**src/common/ipc_regs.vh**
```
/*
 * Timing constants and state codes for the primary IDE command and strobe engine.
 * Assumes a 100 MHz mclk; included by its bare name from the strobe engine rtl only.
 */
`ifndef IPC_REGS_VH
`define IPC_REGS_VH

`define IPC_CLK_MHZ         100
`define IPC_T_SETUP_NS      30
`define IPC_T_ACTIVE_NS     90
`define IPC_T_RECOVER_NS    60
`define IPC_T_STROBE_NS     30
// counts rounded up for a 10 ns mclk; redo them when the clock changes
`define IPC_SETUP_CYC       4'h3
`define IPC_ACTIVE_CYC      4'h9
`define IPC_RECOVER_CYC     4'h6
`define IPC_STROBE_CYC      4'h3

`define IPC_ST_IDLE         3'h0
`define IPC_ST_SETUP        3'h1
`define IPC_ST_ACTIVE       3'h2
`define IPC_ST_RECOVER      3'h3
`define IPC_ST_BURST        3'h4
`define IPC_ST_STOP         3'h5

`endif

```
**src/rtl/ipc_sync2.v**
```verilog
/*
 * Two-flop synchroniser, one generate stage per bit.
 * Assumes inputs come from pins outside the mclk domain.
 */
`timescale 1ns/100ps
module ipc_sync2 #(
    parameter WIDTH = 1
) (
    input  wire             mclk,
    input  wire             reset,
    input  wire [WIDTH-1:0] asyncIn,
    output wire [WIDTH-1:0] syncOut
);
    genvar i;
    generate
        for (i = 0; i < WIDTH; i = i + 1) begin : g_bit
            reg stage1;
            reg stage2;
            // first stage feeds only the second
            always @(posedge mclk) begin
                if (reset) begin
                    stage1 <= 1'b0;
                    stage2 <= 1'b0;
                end else begin
                    stage1 <= asyncIn[i];
                    stage2 <= stage1;
                end
            end
            assign syncOut[i] = stage2;
        end
    endgenerate
endmodule // ipc_sync2

```
**src/rtl/ipc_strobe_engine.v**
```verilog
/*
 * Primary IDE channel command and strobe engine: conventional PIO/DMA cycles
 * and synchronous DMA bursts on the read/write command and channel-ready pins.
 * Assumes a user-side requester on mclk and an ATA drive on the pins.
 */
// Contract
// - conventional read: assert read command, capture data at its negation
// - cycle addressed by chip selects plus address, or by DMA acknowledge
// - sync DMA read: read pin is ready-low, negated to pause drive
// - sync DMA write: read pin toggles, drive latches every edge
// - sync DMA: write pin is STOP, asserted to end transfer
// - sync DMA read: channel-ready toggles, host captures on both edges
// - pins go to primary or primary-master connector per configuration
// - read pin high in reset, after reset and in suspend
// - write pin high in and after reset, released in suspend
`timescale 1ns/100ps
`include "ipc_regs.vh"
module ipc_strobe_engine (
    input  wire        mclk,
    input  wire        reset,
    input  wire        suspend,
    input  wire        masterSlaveConfig,
    output reg         connectorIsMaster,
    input  wire        cmdValid,
    output wire        cmdReady,
    input  wire        cmdWrite,
    input  wire        cmdDma,
    input  wire        cmdCtrlBlock,
    input  wire [2:0]  cmdAddr,
    input  wire [15:0] cmdWriteData,
    output reg         rspValid,
    output reg  [15:0] rspData,
    input  wire        burstStart,
    input  wire        burstWrite,
    input  wire        burstStop,
    input  wire        burstPause,
    output reg         burstActive,
    input  wire        txValid,
    output wire        txReady,
    input  wire [15:0] txData,
    output reg         rxValid,
    output reg  [15:0] rxData,
    output reg         primary_read_cmd_n,
    output reg         primary_write_cmd_n,
    output reg         primary_write_cmd_oe,
    input  wire        primary_channel_ready,
    input  wire        primary_dma_req,
    output reg  [2:0]  primary_disk_addr,
    output reg         primary_cmd_block_sel_n,
    output reg         primary_ctrl_block_sel_n,
    output reg         primary_dma_ack_n,
    input  wire [15:0] primary_disk_data_in,
    output reg  [15:0] primary_disk_data_out,
    output reg         primary_disk_data_oe
);
    localparam [3:0] SETUP_CYC   = `IPC_SETUP_CYC;
    localparam [3:0] ACTIVE_CYC  = `IPC_ACTIVE_CYC;
    localparam [3:0] RECOVER_CYC = `IPC_RECOVER_CYC;
    localparam [3:0] STROBE_CYC  = `IPC_STROBE_CYC;

    reg  [2:0]  state;
    reg  [3:0]  count;
    reg         isWrite;
    reg         isDma;
    reg         toggleDue;
    reg         rdyPrev;
    wire [17:0] syncBus;
    wire        rdySync;
    wire        reqSync;
    wire [15:0] dataSync;

    // pins, clock domain crossing before any logic
    ipc_sync2 #(.WIDTH(18)) u_sync (
        .mclk    (mclk),
        .reset   (reset),
        .asyncIn ({primary_channel_ready, primary_dma_req, primary_disk_data_in}),
        .syncOut (syncBus)
    );
    assign rdySync  = syncBus[17];
    assign reqSync  = syncBus[16];
    assign dataSync = syncBus[15:0];

    assign cmdReady = (state == `IPC_ST_IDLE) && !suspend;
    assign txReady  = (state == `IPC_ST_BURST) && isWrite && !toggleDue && !rdySync
                      && (count == 4'h0);

    always @(posedge mclk) begin
        if (reset) begin
            state                    <= `IPC_ST_IDLE;
            count                    <= 4'h0;
            isWrite                  <= 1'b0;
            isDma                    <= 1'b0;
            toggleDue                <= 1'b0;
            rdyPrev                  <= 1'b0;
            connectorIsMaster        <= 1'b0;
            rspValid                 <= 1'b0;
            rspData                  <= 16'h0000;
            burstActive              <= 1'b0;
            rxValid                  <= 1'b0;
            rxData                   <= 16'h0000;
            primary_read_cmd_n       <= 1'b1;
            primary_write_cmd_n      <= 1'b1;
            primary_write_cmd_oe     <= 1'b1;
            primary_disk_addr        <= 3'h0;
            primary_cmd_block_sel_n  <= 1'b1;
            primary_ctrl_block_sel_n <= 1'b1;
            primary_dma_ack_n        <= 1'b1;
            primary_disk_data_out    <= 16'h0000;
            primary_disk_data_oe     <= 1'b0;
        end else begin
            rspValid <= 1'b0;
            rxValid  <= 1'b0;
            rdyPrev  <= rdySync;
            connectorIsMaster <= masterSlaveConfig;
            primary_write_cmd_oe <= !(suspend && state == `IPC_ST_IDLE);
            if (count != 4'h0) begin
                count <= count - 4'h1;
            end
            case (state)
                `IPC_ST_IDLE: begin
                    primary_read_cmd_n  <= 1'b1;
                    primary_write_cmd_n <= 1'b1;
                    if (suspend) begin
                        primary_read_cmd_n <= 1'b1;
                    end else if (cmdValid) begin
                        isWrite <= cmdWrite;
                        isDma   <= cmdDma;
                        // select by chip select or acknowledge
                        if (cmdDma) begin
                            primary_dma_ack_n <= 1'b0;
                        end else begin
                            primary_disk_addr        <= cmdAddr;
                            primary_cmd_block_sel_n  <= cmdCtrlBlock;
                            primary_ctrl_block_sel_n <= !cmdCtrlBlock;
                        end
                        primary_disk_data_out <= cmdWriteData;
                        primary_disk_data_oe  <= cmdWrite;
                        count <= SETUP_CYC;
                        state <= `IPC_ST_SETUP;
                    end else if (burstStart && reqSync) begin
                        isWrite           <= burstWrite;
                        toggleDue         <= 1'b0;
                        burstActive       <= 1'b1;
                        primary_dma_ack_n <= 1'b0;
                        primary_disk_data_oe <= burstWrite;
                        count <= STROBE_CYC;
                        state <= `IPC_ST_BURST;
                    end
                end
                `IPC_ST_SETUP: begin
                    if (count == 4'h0) begin
                        if (isWrite) begin
                            primary_write_cmd_n <= 1'b0;
                        end else begin
                            // read command lets drive drive bus
                            primary_read_cmd_n <= 1'b0;
                        end
                        count <= ACTIVE_CYC;
                        state <= `IPC_ST_ACTIVE;
                    end
                end
                `IPC_ST_ACTIVE: begin
                    if (count == 4'h0 && rdySync) begin
                        primary_read_cmd_n  <= 1'b1;
                        primary_write_cmd_n <= 1'b1;
                        if (!isWrite) begin
                            rspData <= dataSync;
                        end
                        rspValid <= 1'b1;
                        count <= RECOVER_CYC;
                        state <= `IPC_ST_RECOVER;
                    end
                end
                `IPC_ST_RECOVER: begin
                    primary_disk_data_oe     <= 1'b0;
                    primary_cmd_block_sel_n  <= 1'b1;
                    primary_ctrl_block_sel_n <= 1'b1;
                    primary_dma_ack_n        <= 1'b1;
                    if (count == 4'h0) begin
                        state <= `IPC_ST_IDLE;
                    end
                end
                `IPC_ST_BURST: begin
                    primary_write_cmd_n <= 1'b0;
                    if (isWrite) begin
                        // data set up one cycle before its edge
                        if (txValid && txReady) begin
                            primary_disk_data_out <= txData;
                            toggleDue <= 1'b1;
                        end else if (toggleDue) begin
                            primary_read_cmd_n <= !primary_read_cmd_n;
                            toggleDue <= 1'b0;
                            count <= STROBE_CYC;
                        end
                    end else begin
                        primary_read_cmd_n <= burstPause;
                        if (rdySync != rdyPrev) begin
                            rxData  <= dataSync;
                            rxValid <= 1'b1;
                        end
                    end
                    // pending toggle finishes first so no word is lost
                    if ((burstStop || !reqSync) && !toggleDue && !(txValid && txReady)) begin
                        state <= `IPC_ST_STOP;
                    end
                end
                `IPC_ST_STOP: begin
                    primary_write_cmd_n <= 1'b1;
                    if (!isWrite) begin
                        primary_read_cmd_n <= 1'b1;
                    end
                    if (!reqSync) begin
                        primary_read_cmd_n   <= 1'b1;
                        primary_dma_ack_n    <= 1'b1;
                        primary_disk_data_oe <= 1'b0;
                        burstActive          <= 1'b0;
                        state <= `IPC_ST_IDLE;
                    end
                end
                default: begin
                    state <= `IPC_ST_IDLE;
                end
            endcase
        end
    end
endmodule // ipc_strobe_engine

```
**config.mk**
```make
export PLATFORM = sky130hd
export DESIGN_NAME = ipc_strobe_engine
export DESIGN_NICKNAME = d
export VERILOG_FILES = /design/src/rtl/ipc_sync2.v /design/src/rtl/ipc_strobe_engine.v
export VERILOG_INCLUDE_DIRS = /design/src /design/src/common
export SDC_FILE = /design/constraint.sdc
export NUM_CORES = 1
export LEC_CHECK = 0
export CORE_MARGIN = 10
export CORE_UTILIZATION = 65
export CTS_BUF_LIST = sky130_fd_sc_hd__clkbuf_16
export DETAILED_ROUTE_END_ITERATION = 12
export DONT_BUFFER_PORTS = 1
export GPL_TIMING_DRIVEN = 0
export PLACE_DENSITY = 0.77
export SYNTH_ARGS = -nofsm -noshare
export SYNTH_HDL_FRONTEND = slang
export SYNTH_HIERARCHICAL = 1
export SYNTH_SLANG_ARGS = --single-unit
```
**constraint.sdc**
```tcl
create_clock -name mclk -period 4.6 [get_ports mclk]
set_clock_uncertainty 0.05 [all_clocks]
set_input_delay 0 -clock mclk [delete_from_list [all_inputs] [get_ports mclk]]
set_output_delay 0 -clock mclk [all_outputs]
set_load 0.01 [all_outputs]
```
**After elaboration in Yosys (flattened, before gate mapping)**

Index checks and enable logic that the tools add are counted.

- Reduce and logical (&&, ||, !) cells: 46
- Eq/ne operators: 25
- Multipliers: 0
- Shift operators: 0
- Bitwise operators: 5
- Muxes and demuxes: 66
- Add/sub/neg operators: 1
- Div/mod/pow operators: 0
- Order comparisons: 0

Operators by type and width:

| cell | number |
|---|---|
| $mux 16 | 4 |
| $mux 4 | 9 |
| $mux 1 | 34 |
| $pmux 16 s2 | 1 |
| $mux 3 | 8 |
| $ne 2x2->1 const B | 11 |
| $reduce_and 5->1 | 4 |
| $pmux 3 s6 | 1 |
| $pmux 4 s4 | 1 |
| $reduce_and 4->1 | 4 |
| $reduce_and 7->1 | 2 |
| $ne 3x3->1 const B | 4 |
| $logic_and 1x1->1 | 11 |
| $reduce_and 3->1 | 3 |
| $logic_not 1->1 | 8 |
| $pmux 1 s2 | 4 |
| $reduce_bool 2->1 | 4 |
| $reduce_bool 4->1 | 2 |
| $eq 3x2->1 const B | 2 |
| $eq 3x3->1 const B | 2 |
| $ne 2x1->1 const B | 3 |
| $pmux 1 s3 | 2 |
| $not 1->1 | 5 |
| $pmux 1 s5 | 1 |
| other kinds (12) | 13 |

- Output and inout bits: 64
- Logic and storage cells: 199
- Memories kept: 0
- Register bits after elaboration: 108
- Memory bits (writable): 0
- ROM bits: 0
- Input bits: 66
- Latch bits: 0

**Longest topological paths before layout**

Gate-level depths: netlist of run 1.

- Depth in word-level cells: 10
- Depth in mapped cells: 9

**By module**

The synthesis of run 1 kept the hierarchy.

By module, submodules not included:

| module | instances | area an instance (sq um) | cells each |
|---|---|---|---|
| ipc_strobe_engine | 1 | 3178.0 | 385 |
| ipc_sync2 | 1 | 1129.8 | 93 |

**Worst setup path before layout of run 1**

No wires, ideal clock.

- Path kind: register to register
- Start point: reg count[0]
- End point: reg state[2]
- Period minus slack after synthesis: 1.896 ns
- Cell stages (with the launch flop): 9
- Arrival: 1.761 ns
- Setup time: 0.086 ns
- Data required time: 4.464 ns
- Path slack: 2.704 ns
- Cell sequence: dfxtp_1 inv_1 ha_1 nor3b_1 buf_2 nand2_1 a221oi_1 a21oi_1 a211oi_1

- Cells in the longest elaborated chain, start to end: 7

Ends and longest elaborated chain:

| element | RTL line | RTL |
|---|---|---|
| start, declared | ipc_strobe_engine.v:62 | `reg [3:0] count;` |
| start signal, assigned | ipc_strobe_engine.v:117 | `count <= count - 4'h1;` |
| $logic_not 4->1 * | n/a |  |
| $logic_and 1x1->1 | ipc_strobe_engine.v:84 | `` assign txReady = (state == `IPC_ST_BURST) && isWrite && !toggleDue && !rdySync `` |
| $logic_and 1x1->1 | ipc_strobe_engine.v:203 | `if ((burstStop \|\| !reqSync) && !toggleDue && !(txValid && txReady)) begin` |
| $logic_not 1->1 | ipc_strobe_engine.v:203 |  |
| $logic_and 1x1->1 | ipc_strobe_engine.v:203 |  |
| $ne 2x1->1 (no line) | n/a |  |
| $reduce_and 7->1 (no line) * | n/a |  |
| end signal, assigned | ipc_strobe_engine.v:204 | `` state <= `IPC_ST_STOP; `` |
| end signal, assigned | ipc_strobe_engine.v:217 | `` state <= `IPC_ST_IDLE; `` |
| end signal, assigned | ipc_strobe_engine.v:221 | `` state <= `IPC_ST_IDLE; `` |
| end, declared | ipc_strobe_engine.v:61 | `reg [2:0] state;` |

Mark *: on every way between the ends. The rest lies on a longest branch, timed or not.
A chain may end at the register's enable or synchronous reset.

**Worst setup path in the final report of run 1**

- Start point: reg state[0]
- End point: reg primary_disk_data_out[10]

- Cells in the longest elaborated chain, start to end: 8

Ends and longest elaborated chain:

| element | RTL line | RTL |
|---|---|---|
| start signal, assigned | ipc_strobe_engine.v:89 | `` state <= `IPC_ST_IDLE; `` |
| start signal, assigned | ipc_strobe_engine.v:139 | `` state <= `IPC_ST_SETUP; `` |
| start signal, assigned | ipc_strobe_engine.v:147 | `` state <= `IPC_ST_BURST; `` |
| $eq 3x3->1 | ipc_strobe_engine.v:119 | `case (state)` |
| $logic_and 1x1->1 (4 in series) | ipc_strobe_engine.v:84 |  |
| $logic_and 1x1->1 | ipc_strobe_engine.v:187 | `if (txValid && txReady) begin` |
| $ne 2x1->1 (no line) | n/a |  |
| $reduce_and 5->1 (no line) | n/a |  |
| end signal, assigned | ipc_strobe_engine.v:136 | `primary_disk_data_out <= cmdWriteData;` |
| end signal, assigned | ipc_strobe_engine.v:188 | `primary_disk_data_out <= txData;` |
| end, declared | ipc_strobe_engine.v:53 | `output reg [15:0] primary_disk_data_out,` |

Several ways; a longest one is shown, not always the timed one.

==> flow_metrics.env, run 1 <==
export IMPL_status="completed"
export IMPL_yosys_most_used_dff="dfxtp_1"
export IMPL_rsz0062_at_grt="false"
export IMPL_worstHoldPathType="primary input to register"
export IMPL_cp_end_kind="register"
export IMPL_synth_nets=546
export IMPL_drc=0
export IMPL_path_max_fanout=10
export IMPL_cts_made_buffers=9
export IMPL_cts_tree="yes"
export IMPL_gp_congestion=0.909
export IMPL_cap_violations=0
export IMPL_ys_seq_area_share_pct=50.2
export IMPL_crit_required_ns=4.78
export IMPL_start_kind="register"
export IMPL_r2r_setup_slack_ns=1.91
export IMPL_path_clk_slew_ns=0.08
export IMPL_synthDistinctLibCells=51
export IMPL_synth_top_family_by_area="simple AND/OR/NAND/NOR gates"
export IMPL_io_pins=130
export IMPL_final_hold_viol_count=0
export IMPL_hold_buffers=79
export IMPL_post_drt_wl_per_cell_um=22.4
export IMPL_post_cts_buffers=0
export IMPL_r2r_cells=7
export IMPL_portBuffers=0
export IMPL_fp_dieArea_mm2=0.0103
export IMPL_grt_pass1_wl_um=22300
export IMPL_final_period_utilization_pct=58.5
export IMPL_cts_path_max_buffers=2
export IMPL_die_y_um=101
export IMPL_synth_edf_count=0
export IMPL_syn_area_mm2=0.00431
export IMPL_setup_tns_ns=0
export IMPL_worst_slew_pin_transition_ns=0.612
export IMPL_synthSimpleGateAreaFrac_pct=22.3
export IMPL_first_pass_iters=6
export IMPL_critPathKind="register to register"
export IMPL_slew_headroom_pct=58.1
export IMPL_slew_violations=0
export IMPL_synthToLayoutAreaGrowth_pct=27.3
export IMPL_r2r_end="primary_disk_data_out[10]"
export IMPL_hold_start="cmdDma"
export IMPL_clk_insertion_delay_late_ns=0.35
export IMPL_syn_inst=478
export IMPL_drive_above_1_share_pct=10.5
export IMPL_die_x_um=101
export IMPL_synth_warnings=6
export IMPL_fin_crit_ns=2.69
export IMPL_yosysTopAreaCell="dfxtp_1"
export IMPL_irDropWorstVdd_v=0.000420
export IMPL_fmax_mhz=372
export IMPL_vias_per_cell=6.20
export IMPL_synth_commonest_cells="108 x dfxtp_1, 72 x nand2_1, 44 x a21oi_1"
export IMPL_setup_viol=0
export IMPL_arrival_ns=2.87
export IMPL_power_total_mw=2.78
export IMPL_grt_max_degree=20
export IMPL_dp_cells=555
export IMPL_drt_iter0_drc=457
export IMPL_synth_most_common_cell="dfxtp_1"
export IMPL_track_usage_pct=27.5
export IMPL_synthTopCellsByArea="dfxtp_1 50%, nand2_1 6.3%, mux2i_1 5.3%, a21oi_1 5.1%, nor2b_1 4.8%"
export IMPL_synth_compound_gate_area_share_pct=13.1
export IMPL_rr_startpoint="state[0]"
export IMPL_whs_path_depth=4
export IMPL_wl_um=14600
export IMPL_num_rows=29
export IMPL_clock_sinks=108
export IMPL_power_density_mw_per_mm2=507
export IMPL_core_mm2=0.00639
export IMPL_ys_ff_latch=108
export IMPL_p_leak_nw=2.18
export IMPL_antenna_found_initial=0
export IMPL_drtAntennaViolNets=0
export IMPL_hpwlAfterDp_um=7900
export IMPL_synthAdderAreaFrac_pct=0.581
export IMPL_synth_xor_xnor_area_share_pct=0.407
export IMPL_async_flop_share_pct=0
export IMPL_start_util_pct=67.5
export IMPL_synth_area_mux_share_pct=5.61
export IMPL_fin_nets=636
export IMPL_gr_total_overflow=0
export IMPL_cts_max_level=3
export IMPL_synth_area_per_cell_um2=9.01
export IMPL_vias=4027
export IMPL_hold_end="primary_ctrl_block_sel_n"
export IMPL_synth_top_area_share_pct=50.2
export IMPL_clock_tree_root_cell="clkbuf_16"
export IMPL_cts_resized=0
export IMPL_first_global_vias=4036
export IMPL_final_cells=650
-- registers in the layout (all words and copies together) (netlist names), 3 cells and up --
| name | count |
|---|---|
| rspData | 16 |
| u_sync/g_bit.stage1 | 18 |
| rxData | 16 |
| u_sync/g_bit.stage2 | 18 |
| primary_disk_addr | 3 |
| count | 4 |
| primary_disk_data_out | 16 |
| state | 3 |
-- routing by layer --
metal,part of all wire (%),vias to the layer above,global-route usage (%)
met4,3.7,0,10.8
li1,-,1787,-
met1,36,1833,32.3
met3,13,66,10.1
met5,0,-,0
met2,47,341,44.8
-- final cells by class --
| cell class | count | area (um^2) |
|---|---|---|
| Inverter | 9 | 33.8 |
| Buffer | 50 | 303 |
| Tap cell | 77 | 96.3 |
| Antenna cell | 1 | 2.50 |
| Fill cell | 289 | 902 |
| Clock inverter | 6 | 61.3 |
| Timing Repair Buffer | 79 | 791 |
| Sequential cell | 108 | 2160 |
| Clock buffer | 9 | 225 |
| Multi-Input combinational cell | 311 | 1810 |
-- cell usage in the layout, fill, tap and decap left out, types with 6 or more instances in the layout --
master / instances
buf_2: 8
and2b_2: 6
nor2b_1: 33
a21oi_1: 44
a211oi_1: 18
dfxtp_1: 108
nor2_1: 40
clkbuf_16: 9
nand2_1: 72
mux2i_1: 23
clkbuf_1: 18
buf_4: 18
nor3_1: 7
inv_1: 8
dlygate4sd3_1: 79
nand2b_1: 6
-- worst max-delay path, stage by stage (launching register included) --
cell and delay (ns):
dfxtp_1 0.31, buf_6 0.13, or3b_1 0.47, buf_2 0.27, buf_2 0.27, mux2i_1 0.15, dlygate4sd3_1 0.56, a211oi_1 0.34
-- worst max-delay path by stage --
stage / startpoint / end / slack, ns / cells after the start
floorplan: count[0] / state[2] / 2.70 / 8
global placement: count[0] / state[2] / 2.28 / 8
detailed placement: count[0] / state[2] / 2.30 / 8
CTS: state[2] / txReady / 2.05 / 6
global route: state[2] / primary_disk_data_out[10] / 1.80 / 7
finish: state[0] / primary_disk_data_out[10] / 1.91 / 7
-- per-stage QoR --
step / hold slack [ns] / instance area (um^2) / util [%] / setup WS [ns]
3_5_place_dp: 0.0156 / 4400 / 69.0 / 2.30
6_report: 0.0108 / 5480 / 85.9 / 1.91
2_1_floorplan: 0.00493 / 4310 / - / 2.70
4_1_cts: 0.000758 / 5480 / 85.8 / 2.05
3_3_place_gp: 0.0147 / 4400 / 69.0 / 2.28
5_1_grt: 0.0370 / 5480 / 85.8 / 1.80
-- cell families after synthesis --
kind of cell             after synthesis
AND/OR/NAND/NOR                      192
adder cells (fa/ha/maj)                2
buffers and inverters                 59
XOR/XNOR                               2
flip-flops                           108
multiplexers                          24
AO/OA/AOI/OAI                         91
-- power breakdown --
part	total, mW	internal (mW)	switching [mW]
clock	0.761	0.377	0.384
sequential	1.12	1.03	0.0957
combinational	0.893	0.383	0.510
total	2.78	1.79	0.989
Note: power is estimated with default switching activity, not from simulation.
==> run 2, diff against run 1 <==
--- a/config.mk
+++ b/config.mk
@@ -7,12 +7,12 @@
 export NUM_CORES = 1
 export LEC_CHECK = 0
 export CORE_MARGIN = 10
-export CORE_UTILIZATION = 65
+export CORE_UTILIZATION = 56
 export CTS_BUF_LIST = sky130_fd_sc_hd__clkbuf_16
 export DETAILED_ROUTE_END_ITERATION = 12
 export DONT_BUFFER_PORTS = 1
 export GPL_TIMING_DRIVEN = 0
-export PLACE_DENSITY = 0.77
+export PLACE_DENSITY = 0.7
 export SYNTH_ARGS = -nofsm -noshare
 export SYNTH_HDL_FRONTEND = slang
 export SYNTH_HIERARCHICAL = 1
==> constraint.sdc (replaced) <==
create_clock -name mclk -period 2.4 [get_ports mclk]
set_clock_uncertainty 0.05 [all_clocks]
set_input_delay 0 -clock mclk [delete_from_list [all_inputs] [get_ports mclk]]
set_output_delay 0 -clock mclk [all_outputs]
set_load 0.01 [all_outputs]
==> run 2 against run 1 <==
  * Hold slack better by 0.032 ns
  * Sequential power up 91%
  * Count of clock-buffer cells in the layout unchanged
  * Combinational power up 80%
  * Critical path type is now register to output port
  * Largest power group unchanged
==> flow_metrics.env, run 2 (synthesized netlist as in run 1, its figures left out) <==
export IMPL_portBuffers=0
export IMPL_first_pass_iters=4
export IMPL_final_period_utilization_pct=95.1
export IMPL_grt_max_degree=20
export IMPL_fill_cells=524
export IMPL_power_density_mw_per_mm2=930
export IMPL_hold_start="cmdDma"
export IMPL_track_usage_pct=21.2
export IMPL_fin_nets=637
export IMPL_p_leak_nw=2.20
export IMPL_worstHoldPathType="primary input to register"
export IMPL_post_drt_wl_per_cell_um=18.4
export IMPL_whs_path_depth=4
export IMPL_drive_above_1_share_pct=11.5
export IMPL_irDropWorstVdd_v=0.000684
export IMPL_cp_num_buf_inv=3
export IMPL_crit_family="simple AND/OR/NAND/NOR gates"
export IMPL_rsz0062_at_grt="false"
export IMPL_cts_path_max_buffers=2
export IMPL_wl_um=12300
export IMPL_start_kind="register"
export IMPL_worstPathCellList="buf_6, or3b_1, buf_4, clkbuf_4, nor2_1, nor4b_4"
export IMPL_antennaDiodeCount=0
export IMPL_power_total_mw=5.17
export IMPL_drc=0
export IMPL_met1Wirelength_um=4940
export IMPL_num_rows=31
export IMPL_crit_required_ns=2.35
export IMPL_clk_insertion_delay_late_ns=0.34
export IMPL_fin_crit_ns=2.28
export IMPL_io_pins=130
export IMPL_critPathKind="register to output port"
export IMPL_setup_viol=0
export IMPL_first_global_vias=3855
export IMPL_synthToLayoutAreaGrowth_pct=29.1
export IMPL_antenna_found_initial=0
export IMPL_vias_per_cell=5.51
export IMPL_cp_end_kind="output port"
export IMPL_final_hold_viol_count=0
export IMPL_path_clk_slew_ns=0.07
export IMPL_drtAntennaViolNets=0
export IMPL_final_cells=672
export IMPL_cts_made_buffers=9
export IMPL_gr_total_overflow=0
export IMPL_layout_common_cells="108 x dfxtp_1, 80 x dlygate4sd3_1, 72 x nand2_1"
export IMPL_drt_iter0_drc=193
export IMPL_topRoutingLayerUsed="met4"
export IMPL_layout_commonest_cell="dfxtp_1"
export IMPL_r2r_setup_slack_ns=0.16
export IMPL_clock_tree_root_cell="clkbuf_16"
export IMPL_cp_slowest_cell="or3b_1"
export IMPL_die_y_um=108
export IMPL_max_stage_delay_ns=0.46
export IMPL_gp_congestion=0.937
export IMPL_hold_end="primary_ctrl_block_sel_n"
export IMPL_clock_sinks=108
export IMPL_cts_max_level=3
export IMPL_setup_tns_ns=0
export IMPL_fp_dieArea_mm2=0.0116
export IMPL_reg_top3="u_sync/g_bit.stage1: 18 flops, u_sync/g_bit.stage2: 18 flops"
export IMPL_slew_headroom_pct=59.8
export IMPL_start_util_pct=58.5
export IMPL_r2r_end="primary_disk_data_out[5]"
export IMPL_path_max_fanout=10
export IMPL_vias=3705
export IMPL_die_x_um=108
export IMPL_r2r_cells=6
export IMPL_grt_pass1_wl_um=19700
export IMPL_core_mm2=0.00737
export IMPL_slew_violations=0
export IMPL_hpwlAfterDp_um=7910
export IMPL_cts_tree="yes"
export IMPL_fmax_mhz=438
export IMPL_dr_wl_met2_um=5950
export IMPL_cap_violations=0
export IMPL_arrival_ns=2.23
export IMPL_worst_slew_pin_transition_ns=0.603
export IMPL_dp_cells=577
export IMPL_route_met3_wl_um=1260
export IMPL_status="completed"
export IMPL_rr_startpoint="state[0]"
[run 2: changes by cell type in the layout (fill, tap and decap cells not counted), sizes merged]
cell         before  now
dlygate4sd3      79   80
clkbuf           27   29
diode             1    0
buf              32   30
[run 2: power breakdown]
group | switching, mW | leakage [nW] | internal (mW) | total, mW
Clock | 0.698 | 0.137 | 0.723 | 1.42
Combinational | 0.894 | 1.18 | 0.713 | 1.61
Sequential | 0.172 | 0.883 | 1.97 | 2.14
[run 2: worst max-delay path by stage]
stage,depth (start not counted),slack [ns],from,to
floorplan,8,0.50,count[0],state[2]
global placement,9,0.09,count[0],rspData[0]
detailed placement,9,0.1,count[0],rspData[10]
CTS,6,0.04,state[2],txReady
global route,6,0.004,state[2],txReady
finish,6,0.12,state[0],txReady
[run 2: worst reg2reg max path, stage by stage, from the launching register on]
cell and delay [ns]:
dfxtp_1 0.31, buf_6 0.13, or3b_1 0.46, buf_4 0.23, mux2i_1 0.14, dlygate4sd3_1 0.58, a211oi_1 0.25
[run 2: through the flow]
step                      util [%]  instance area [um^2]  hold slack (ns)  worst slack [ns]
after detailed placement      60.1                  4430           0.0179            0.0980
after global routing          75.4                  5560           0.0844           0.00394
after global placement        60.1                  4430           0.0137            0.0926
after floorplan                  -                  4310          0.00493             0.504
final                         75.4                  5560           0.0433             0.118
after CTS                     75.0                  5530           0.0288            0.0440
[run 2: metal layers]
layer  vias to the layer above  GRT usage (%)
met1                      1752           24.6
met5                         -              0
met4                         0           8.02
met3                        20           8.38
met2                       150           34.3
li1                       1783              -
[run 2: timing repair]
action	4_1_cts	5_1_grt
gates resized for setup	1	11
setup endpoints to repair	1	26
setup buffers	0	0
endpoints found under the hold margin	65	0
hold buffers	80	0
[run 2: area by class of cell]
class | count | area [um^2] | area share (%)
sequential | 108 | 2160 | 38.9
multi-input combinational | 311 | 1840 | 33.1
timing repair buffer | 80 | 801 | 14.4
buffer | 50 | 310 | 5.58
clock buffer | 9 | 225 | 4.05
tap | 99 | 124 | 2.23
clock inverter | 6 | 61.3 | 1.10
inverter | 9 | 33.8 | 0.608
==> run 3, diff against run 2 <==
--- a/config.mk
+++ b/config.mk
@@ -8,7 +8,6 @@
 export LEC_CHECK = 0
 export CORE_MARGIN = 10
 export CORE_UTILIZATION = 56
-export CTS_BUF_LIST = sky130_fd_sc_hd__clkbuf_16
 export DETAILED_ROUTE_END_ITERATION = 12
 export DONT_BUFFER_PORTS = 1
 export GPL_TIMING_DRIVEN = 0
==> run 3 against run 2 <==
  * Clock power decreased by 25%
  * Wire length grew 2.6%
  * Global-route usage rose by 0.76 points
  * Power shrank 6.8%
  * Die area unchanged
  * Critical path type unchanged
==> flow_metrics.env, run 3 (synthesized netlist as in run 1, its figures left out) <==
export IMPL_drc=0
export IMPL_power_density_mw_per_mm2=882
export IMPL_irDropWorstVdd_v=0.000572
export IMPL_p_leak_nw=2.15
export IMPL_final_period_utilization_pct=92.9
export IMPL_slew_headroom_pct=62.3
export IMPL_cap_violations=0
export IMPL_clock_sinks=108
export IMPL_io_pins=130
export IMPL_worst_slew_pin_transition_ns=0.562
export IMPL_cp_end_kind="output port"
export IMPL_register_area_mm2=0.00216
export IMPL_grt_pass1_wl_um=20500
export IMPL_hpwlAfterDp_um=7910
export IMPL_synthToLayoutAreaGrowth_pct=26.9
export IMPL_fp_dieArea_mm2=0.0116
export IMPL_design_area_mm2=0.00547
export IMPL_power_total_mw=4.82
export IMPL_cts_path_max_buffers=2
export IMPL_track_usage_pct=21.9
export IMPL_drt_iter0_drc=184
export IMPL_multi_input_area_mm2=0.00185
export IMPL_antennaDiodeCount=0
export IMPL_layout_common_cells="108 x dfxtp_1, 81 x dlygate4sd3_1, 72 x nand2_1"
export IMPL_cts_max_level=3
export IMPL_worstHoldPathType="primary input to register"
export IMPL_path_clk_slew_ns=0.11
export IMPL_post_drt_wl_per_cell_um=18.8
export IMPL_fill_cells=535
export IMPL_arrival_ns=2.18
export IMPL_wl_um=12700
export IMPL_die_x_um=108
export IMPL_gr_total_overflow=0
export IMPL_grt_max_degree=20
export IMPL_fin_nets=637
export IMPL_start_util_pct=58.5
export IMPL_slew_violations=0
export IMPL_r2r_cells=8
export IMPL_postPlaceCellArea_mm2=0.00443
export IMPL_vias_per_cell=5.53
export IMPL_fin_crit_ns=2.23
export IMPL_clk_insertion_delay_late_ns=0.38
export IMPL_path_max_fanout=10
export IMPL_drive_above_1_share_pct=11.5
export IMPL_setup_tns_ns=0
export IMPL_vias=3716
export IMPL_first_pass_iters=5
export IMPL_crit_required_ns=2.35
export IMPL_clock_tree_root_cell="clkbuf_8"
export IMPL_power_switching_mw=1.73
export IMPL_portBuffers=0
export IMPL_first_global_vias=3879
export IMPL_rsz0062_at_grt="false"
export IMPL_fmax_mhz=448
export IMPL_layout_commonest_cell="dfxtp_1"
export IMPL_num_rows=31
export IMPL_switching_share_pct=36.0
export IMPL_whs_path_depth=2
export IMPL_status="completed"
export IMPL_core_mm2=0.00737
export IMPL_antenna_found_initial=0
export IMPL_hold_ws_ns=0.0288
export IMPL_setup_viol=0
export IMPL_reg_top3="u_sync/g_bit.stage1: 18 flops, u_sync/g_bit.stage2: 18 flops"
export IMPL_pwr_share_clk_pct=22.0
export IMPL_gp_congestion=0.937
export IMPL_cts_tree="yes"
export IMPL_drtAntennaViolNets=0
export IMPL_cts_made_buffers=9
export IMPL_die_y_um=108
export IMPL_start_kind="register"
export IMPL_critPathKind="register to output port"
export IMPL_seqPwrFrac_pct=44.7
export IMPL_p_int_mw=3.09
export IMPL_p_comb_share_pct=33.4
export IMPL_post_cts_buffers=0
export IMPL_final_hold_viol_count=0
-- run 3: cell types whose count changed in the layout (fill, tap and decap cells not counted), sizes merged --
cell and change:
dlygate4sd3 +1, clkbuf -1
-- run 3: routing by layer --
layer / part of all wire, % / up-vias / track usage, %
met5: 0 / - / 0
li1: - / 1778 / -
met1: 40 / 1779 / 25.5
met3: 10 / 17 / 8.68
met2: 48 / 142 / 36.5
met4: 1.5 / 0 / 6.30
-- run 3: path summary, 6_finish.rpt --
kind | from | end | slack (ns)
max | state[2] | txReady | 0.17
min | reset | connectorIsMaster | 0.03
max reg2reg | count[0] | rspData[13] | 0.18
min reg2reg | u_sync/g_bit[5].stage1 | u_sync/g_bit[5].stage2 | 0.39
-- run 3: repair_timing --
action	in CTS	in global routing
cloned	0	0
gates resized for setup	3	8
hold buffers	81	0
hold endpoints to repair	66	0
endpoints found under the setup margin	2	26
-- run 3: metrics by stage --
stage               utilization (%)  setup slack (ns)  instances
floorplan                         -             0.504        478
global placement               60.1            0.0926        577
detailed placement             60.1            0.0980        577
CTS                            73.9            0.0644        673
global route                   74.2            0.0157        672
finish                         74.2             0.170        672
-- run 3: area by class of cell --
cell class | instances | area share [%]
Clock inverter | 6 | 1.12
Tap cell | 99 | 2.27
Buffer | 49 | 5.58
Sequential cell | 108 | 39.6
Inverter | 9 | 0.618
Timing Repair Buffer | 81 | 14.8
Multi-Input combinational cell | 311 | 33.8
Clock buffer | 9 | 2.27
-- run 3: power groups by stage --
| stage | Clock [mW] | Sequential (mW) | Combinational [mW] |
|---|---|---|---|
| after global routing | 1.15 | 2.18 | 1.77 |
| after global placement | 0 | 2.18 | 1.37 |
| final | 1.06 | 2.15 | 1.61 |
| after floorplan | 0 | 2.14 | 1.10 |
| after CTS | 1.07 | 2.14 | 1.54 |
| after detailed placement | 0 | 2.18 | 1.38 |
-- run 3: worst max-delay path, stage by stage, from the launching register on --
cell,delay [ns]
dfxtp_1,0.34
buf_6,0.13
or3b_4,0.41
buf_4,0.21
clkbuf_4,0.24
nor2_1,0.17
nor4b_4,0.31
